### src/design/sbrg_pkg.sv
// Constants for the serial bit-rate generator.
// Assumes a single system clock domain; no software-reachable registers.
package sbrg_pkg;
  // Reference and internal clock figures in Hz.
  localparam int unsigned REF_CLK_HZ        = 14745600;
  localparam int unsigned CLK_MULT_FACTOR   = 2;
  localparam int unsigned INT_CLK_HZ        = REF_CLK_HZ * CLK_MULT_FACTOR;
  // Clock multiplier control codes for factors of one and two; reset selects two.
  localparam logic [1:0]  MULT_X1           = 2'h0;
  localparam logic [1:0]  MULT_X2           = 2'h1;
  localparam logic [1:0]  MULT_RESET        = MULT_X2;
  // Base prescale: thirty-two internal clocks per bit at select 0, divisor 0.
  // This is what makes divisor 7 at select 0 land exactly on 115200 baud.
  localparam int unsigned BASE_PRESCALE     = 32;
  localparam int unsigned PRESCALE_W        = 12;
  localparam int unsigned DIV_W             = 8;
  localparam logic [1:0]  SEL_RESET         = 2'h0;
  localparam logic [7:0]  DIV_RESET         = 8'h07;
  // Sample tick rate is sixteen per bit, for a receiver oversampler.
  localparam int unsigned OVERSAMPLE        = 16;
  localparam logic [3:0]  OVS_LAST          = 4'hf;
  // Rate errors for the documented pairs; avoid these combinations.
  localparam logic [7:0]  BAD_DIV_SEL3_9600 = 8'h01;
  localparam logic [7:0]  BAD_DIV_SEL2_38400 = 8'h01;
  localparam int unsigned LEVEL_CONV_MAX_BAUD = 120000;
endpackage : sbrg_pkg

### src/design/sbrg_clk_mult.sv
// Internal clock-enable multiplier: emits internal-rate ticks from the reference tick.
// Assumes i_ref_tick pulses once per reference clock period on i_clk_sys.
`timescale 1ns/10ps
module sbrg_clk_mult
  import sbrg_pkg::*;
(
  // Clock, reset and enable
  input  wire logic       i_clk_sys,
  input  wire logic       i_rst_n,
  input  wire logic       i_ce,
  // Control
  input  wire logic [1:0] i_mult,
  input  wire logic       i_ref_tick,
  // Internal tick
  output logic            o_int_tick
);
  typedef struct packed {
    logic ph;
    logic tick;
  } sbrg_cm_t;

  sbrg_cm_t st;
  sbrg_cm_t next_st;

  // With factor two each reference tick yields two internal ticks, one on the next cycle and one on the cycle after.
  always_comb
  begin
    next_st      = st;
    next_st.tick = 1'b0;
    if (i_ref_tick)
    begin
      next_st.tick = 1'b1;
      next_st.ph   = (i_mult == MULT_X2);
    end
    else if (st.ph)
    begin
      next_st.tick = 1'b1;
      next_st.ph   = 1'b0;
    end
  end

  always_ff @(posedge i_clk_sys or negedge i_rst_n)
  begin
    if (!i_rst_n)
      st <= '0;
    else if (i_ce)
      st <= next_st;
  end

  assign o_int_tick = st.tick;
endmodule : sbrg_clk_mult

### src/design/sbrg_baud_gen.sv
// Serial bit-rate generator: internal clock over 32*4^select*(divisor+1).
// Assumes settings arrive from same-clock logic and the reference tick is same-clock.
// What this block does
// - Internal rate is once or twice the reference, set by the clock multiplier control.
// - Select 0 with divisors 7, 23, 95, 191 gives exact standard rates.
// - Select 1 with divisors 1, 11, 47, 191 gives exact standard rates.
// - Select 2 divisors 0, 5 and select 3 divisors 47, 130 give listed rates.
`timescale 1ns/10ps
module sbrg_baud_gen
  import sbrg_pkg::*;
(
  // Clock, reset and enable
  input  wire logic             i_clk_sys,
  input  wire logic             i_rst_n,
  input  wire logic             i_ce,
  // Reference timing
  input  wire logic             i_ref_tick,
  // Settings
  input  wire logic [1:0]       i_clock_multiplier_control,
  input  wire logic [1:0]       i_serial_clock_select,
  input  wire logic [DIV_W-1:0] i_bit_rate_divisor,
  input  wire logic             i_load,
  // Outputs
  output logic                  o_sample_tick,
  output logic                  o_bit_tick,
  output logic                  o_int_tick,
  output logic [1:0]            o_serial_clock_select,
  output logic [DIV_W-1:0]      o_bit_rate_divisor
);
  import sbrg_pkg::*;

  typedef struct packed {
    logic [1:0]            mult;
    logic [1:0]            sel;
    logic [DIV_W-1:0]      div;
    logic [PRESCALE_W-1:0] pre_cnt;
    logic [DIV_W-1:0]      div_cnt;
    logic [3:0]            ovs_cnt;
    logic                  sample_tick;
    logic                  bit_tick;
    logic                  int_tick;
  } sbrg_st_t;

  sbrg_st_t st;
  sbrg_st_t next_st;
  logic     int_tick_raw;
  logic     rst_sync_n;
  logic     rst_q1;
  logic     rst_q2;

  // Prescale length in internal ticks per divisor count step: 2 * 4^select.
  function automatic logic [PRESCALE_W-1:0] prescale_last(input logic [1:0] sel);
    logic [PRESCALE_W-1:0] full;
    full = PRESCALE_W'((BASE_PRESCALE / OVERSAMPLE)) << {sel, 1'b0};
    prescale_last = full - PRESCALE_W'(1);
  endfunction : prescale_last

  // Reset is released through two flip-flops; the asynchronous edge still clears at once.
  always_ff @(posedge i_clk_sys or negedge i_rst_n)
  begin
    if (!i_rst_n)
    begin
      rst_q1 <= 1'b0;
      rst_q2 <= 1'b0;
    end
    else
    begin
      rst_q1 <= 1'b1;
      rst_q2 <= rst_q1;
    end
  end
  assign rst_sync_n = rst_q2;

  sbrg_clk_mult u_clk_mult
  (
    .i_clk_sys  (i_clk_sys),
    .i_rst_n    (rst_sync_n),
    .i_ce       (i_ce),
    .i_mult     (st.mult),
    .i_ref_tick (i_ref_tick),
    .o_int_tick (int_tick_raw)
  );

  always_comb
  begin
    next_st             = st;
    next_st.sample_tick = 1'b0;
    next_st.bit_tick    = 1'b0;
    next_st.int_tick    = int_tick_raw;
    if (i_load)
    begin
      // New settings restart the divider chain so the first bit after a change has full length.
      next_st.mult    = i_clock_multiplier_control;
      next_st.sel     = i_serial_clock_select;
      next_st.div     = i_bit_rate_divisor;
      next_st.pre_cnt = '0;
      next_st.div_cnt = '0;
      next_st.ovs_cnt = '0;
    end
    else if (int_tick_raw)
    begin
      if (st.pre_cnt >= prescale_last(st.sel))
      begin
        next_st.pre_cnt = '0;
        if (st.div_cnt >= st.div)
        begin
          next_st.div_cnt     = '0;
          next_st.sample_tick = 1'b1;
          next_st.ovs_cnt     = st.ovs_cnt + 4'h1;
          // Sixteen sample ticks make one bit period.
          next_st.bit_tick    = (st.ovs_cnt == OVS_LAST);
        end
        else
          next_st.div_cnt = st.div_cnt + DIV_W'(1);
      end
      else
        next_st.pre_cnt = st.pre_cnt + PRESCALE_W'(1);
    end
  end

  // The two synchroniser stages are held in their own process above.
  always_ff @(posedge i_clk_sys or negedge rst_sync_n)
  begin
    if (!rst_sync_n)
    begin
      st.mult        <= MULT_RESET;
      st.sel         <= SEL_RESET;
      st.div         <= DIV_RESET;
      st.pre_cnt     <= '0;
      st.div_cnt     <= '0;
      st.ovs_cnt     <= '0;
      st.sample_tick <= 1'b0;
      st.bit_tick    <= 1'b0;
      st.int_tick    <= 1'b0;
    end
    else if (i_ce)
      st <= next_st;
  end

  assign o_sample_tick         = st.sample_tick;
  assign o_bit_tick            = st.bit_tick;
  assign o_int_tick            = st.int_tick;
  assign o_serial_clock_select = st.sel;
  assign o_bit_rate_divisor    = st.div;
endmodule : sbrg_baud_gen

### config.mk
export PLATFORM = sky130hd
export DESIGN_NAME = sbrg_baud_gen
export DESIGN_NICKNAME = d
export VERILOG_FILES = /design/src/design/sbrg_pkg.sv /design/src/design/sbrg_clk_mult.sv /design/src/design/sbrg_baud_gen.sv
export SDC_FILE = /design/constraint.sdc
export NUM_CORES = 1
export LEC_CHECK = 0
export BUFFER_PORTS_ARGS = -buffer_cell sky130_fd_sc_hd__buf_2
export CORE_MARGIN = 2
export CORE_UTILIZATION = 55
export CTS_CLUSTER_SIZE = 10
export DETAILED_ROUTE_END_ITERATION = 12
export PLACE_DENSITY = 0.75
export SETUP_SLACK_MARGIN = 0.02
export SLEW_MARGIN = 10
export SYNTH_ARGS = -nofsm -noshare
export SYNTH_HDL_FRONTEND = slang
export SYNTH_SLANG_ARGS = --single-unit
### constraint.sdc
create_clock -name i_clk_sys -period 3.6 [get_ports i_clk_sys]
set_input_delay 0.72 -clock i_clk_sys [delete_from_list [all_inputs] [get_ports i_clk_sys]]
set_output_delay 0.72 -clock i_clk_sys [all_outputs]
set_load 0.01 [all_outputs]
==> summary.md <==
| Metric | Value |
|---|---|
| Max H-tree Level | 2 |
| CP arrival | about 2.6 ns |
| Crit. Startpoint | o_serial_clock_select[1]$_DFFE_PN0P_ |
| Worst skew pair latency | around 0.29 ns |
| Largest family of logic cells by synthesized area | simple AND/OR/NAND/NOR gates |
| Fraction of synthesis flops using an asynchronous set or reset pin | 1.00 |
| Filler Cells Inserted | 370 |
| Total grt overflow | 0 |
| Crit path cell chain | nor2_1, ha_1, a21oi_1, o21ai_2, a211oi_4, nor3_2, a221o_1 |
| Reg area | roughly 0.0011 sq mm |
| Worst r2r dst | st[13]$_DFFE_PN0P_ |
| Setup TNS | 0 ns |
| N_diodes | 0 |
| Clock network power share | 0.285 |
| Adder-cell share of the synthesized area | 0.0895 |
| I/O Buffers | 29 |
| Commonest non-fill, non-tap cells in the layout | dfrtp_1 (39), buf_2 (29), inv_1 (18), ha_1 (18) |
| Crit start category | register |
| Worst path depth | 7 |
| CP endpoint | st[13]$_DFFE_PN0P_ |
| XOR/XNOR Fraction of Synth Area | 0.0209 |
| Detailed-route via count | ~1.8k |
| Worst setup margin | 1.19 ns |
| Most used DFF post-synth | dfrtp_1 |
| PD cells | between 300 and 400 mW/mm^2 |
| Vias per cell | 5.74 |
| Multi-input logic area | between 0.001 and 0.0015 sq mm |
| HPWL Detailed | about 3.3 mm |
| Post-CTS Setup Repair Bufs | 0 |
| GRT Total Usage | 0.196 |
| Power Internal | 0.000737 W |
| Compound-gate portion of the synthesized area | 0.149 |
| Mapped cell area | 0.00252 sq mm |
| CTS clk-pin slew, worst paths | ~0.080 ns |
| CP required | roughly 3.8 ns |
| Clock Path Buffers | 2 |
| Worst IR drop on VDD | around 0.25 mV |
| Area delta synth->final | 7.06% |
| Register share of total power | 0.547 |
| Starting density of the core | 0.574 |
| #FFs+latches synth | 43 |
| Hold/Removal Path Class | in -> async |
| Buffers plus inverters on the worst setup path | 0 |
| Critical Path Max Stage Delay | around 0.65 ns |
| NetSw | between 0.0002 and 0.0003 W |
| Period utilization | 0.670 |
| Dpl ws | around 1.1 ns |
| Clock skew | ~0.0052 ns |
| R2R Setup Slk | 1.19 ns |
| Chip Width | between 70 and 80 um |
| Status | finished, final reports clean |
| Commonest non-fill, non-tap cell in the layout | dfrtp_1 |
| Fin. Hold Viols | 0 |
| Core Util, Final | 0.614 |
| Largest net degree at the start of global routing | 42 |
| P_leak | roughly 1.3 nW |
| Synth cell types | 55 |
| Final Max Tran Viols | 0 |
| Highest Clock Rate | between 0.4 and 0.5 GHz |
| Number of synthesized flops with an enable pin | 0 |
| Post-synth top area share | 0.388 |
| Simple-gate area share of the yosys netlist | 0.170 |
| CTS hold repair buffers | 0 |
| Global-route wire length before repair | 7.85 mm |
| Tmin final | about 2.4 ns |
| DIE HEIGHT | approximately 70 um |
| CTS tree | yes |
| Die area | 0.00513 sq mm |
| Fin nets | 296 |
| Initial antenna violation count | 0 |
| Sink Count | 43 |
| Gpl congestion | 0.768 |
| Resize count post-CTS | 0 |
| Detail Route Antenna Nets | 0 |
| Crit. End Element | register |
| DR iter-0 viols | 79 |
| DRC errors left | 0 |
| RSZ-0062 raised after global routing | no |
| Synth area leader | dfrtp_1 |
| Placement Rows | 24 |
| IO Count | 30 |
| CP delay by family, top | compound AO/OA/AOI/OAI gates |
| CP max-delay cell | a211oi_4 |
| Synth warn | 0 |
| Finish-stage setup viols | 0 |
| Routed wire length | around 4.5 mm |
| Worst hold margin | roughly 0.20 ns |
| Crit Path Class | reg -> reg |
| Post-Syn Instances | between 200 and 250 |
| Pre-Repair DR Iteration Count | 4 |
| Avg Cell Area, Syn | ~10 sq um |
| Sequential area share after synthesis | 0.430 |
| FF-to-FF path depth | 7 |
| Share of cells above drive strength 1 | 0.252 |
| Combinational cell fraction of total power | 0.168 |
| Number of global-route vias before repair | between 1.5k and 2k |
| TritonCTS buffer count | 5 |
| Worst-Margin Slew | roughly 0.85 ns |
| CTS root buffer | clkbuf_8 |
| Dominant cells by area after synthesis | dfrtp_1 (39%), ha_1 (9.0%), mux2_2 (6.3%) |
| Core area | 0.00438 sq mm |
| Worst r2r src | o_serial_clock_select[1]$_DFFE_PN0P_ |
| Drt wl/cell | between 10 and 15 um |
| Slew HR | 0.430 |
| Switch share | 0.277 |
| Worst Path Max Fanout | 15 |
| Mux share of post-synthesis cell area | 0.0627 |
| Max Cap Viol | 0 |
metrics by stage:
stage          instance area [sq um]  instances  total power (W)
6_report                        2690        314          0.00102
5_1_grt                         2690        314          0.00108
4_1_cts                         2690        314          0.00103
3_5_place_dp                    2610        306         0.000742
3_3_place_gp                    2610        306         0.000732
2_1_floorplan                   2520        242         0.000707
cell usage after synthesis, types with 4 or more instances:
cell type,n
nand4_1,5
mux2_2,14
buf_4,10
nor3_1,4
dfstp_2,4
a21oi_1,5
ha_1,18
nand2_1,15
buf_2,4
dfrtp_1,39
xor2_1,4
o21ai_1,4
inv_1,18
nor2_1,15
nand2b_1,8
nand3_1,14
how the worst min path moves through the flow:
stage	from	endpoint	slack (ns)
after floorplan	rst_q1$_DFF_PN0_	rst_q2$_DFF_PN0_	0.33
after global placement	rst_q2$_DFF_PN0_	o_bit_rate_divisor[6]$_DFFE_PN0P_	0.33
after detailed placement	rst_q2$_DFF_PN0_	st[38]$_DFFE_PN0P_	0.35
after CTS	i_rst_n	rst_q1$_DFF_PN0_	0.19
after global routing	i_rst_n	rst_q1$_DFF_PN0_	0.18
final	i_rst_n	rst_q1$_DFF_PN0_	0.20
power groups by stage:
stage	sequential [W]	combinational, W	clock (W)
2_1_floorplan	0.000564	0.000143	0
3_3_place_gp	0.000565	0.000167	0
3_5_place_dp	0.000568	0.000174	0
4_1_cts	0.000558	0.000175	0.000301
5_1_grt	0.000564	0.000197	0.000315
6_report	0.000558	0.000171	0.000291
area by class of cell:
| cell class | count | area share |
|---|---|---|
| well taps | 52 | 0.0242 |
| multi-input cells | 163 | 0.463 |
| repair buffers | 30 | 0.0567 |
| clock buffers | 7 | 0.0283 |
| clock inverters | 1 | 0.00186 |
| inverters | 18 | 0.0251 |
| flip-flops and latches | 43 | 0.401 |
metal layers:
layer  share of wire  up-vias  GRT usage  wire (um)
li1                -      887          -          -
met1            0.48      876      0.273       2160
met2            0.47       33      0.305       2090
met3           0.036        7     0.0380        163
met4           0.016        0     0.0755         70
met5               0        -          0          0
state kept, by name, indices dropped and copies added (netlist names):
register               flops
st                        26
o_bit_rate_divisor         8
o_serial_clock_select      2
o_bit_tick                 1
o_int_tick                 1
o_sample_tick              1
rst_q1                     1
rst_q2                     1
u_clk_mult.o_int_tick      1
u_clk_mult.st              1
kinds of logic (layout without fill, tap and decap cells):
logic type      Yosys count  count (layout)
fa+ha+maj                18              18
buf+inv                  36              56
mux                      14              14
xor+xnor                  6               6
flops                    43              43
simple gates             81              81
compound gates           42              42
other cells               1               2
No activity file was read; power rests on OpenSTA's default activity.
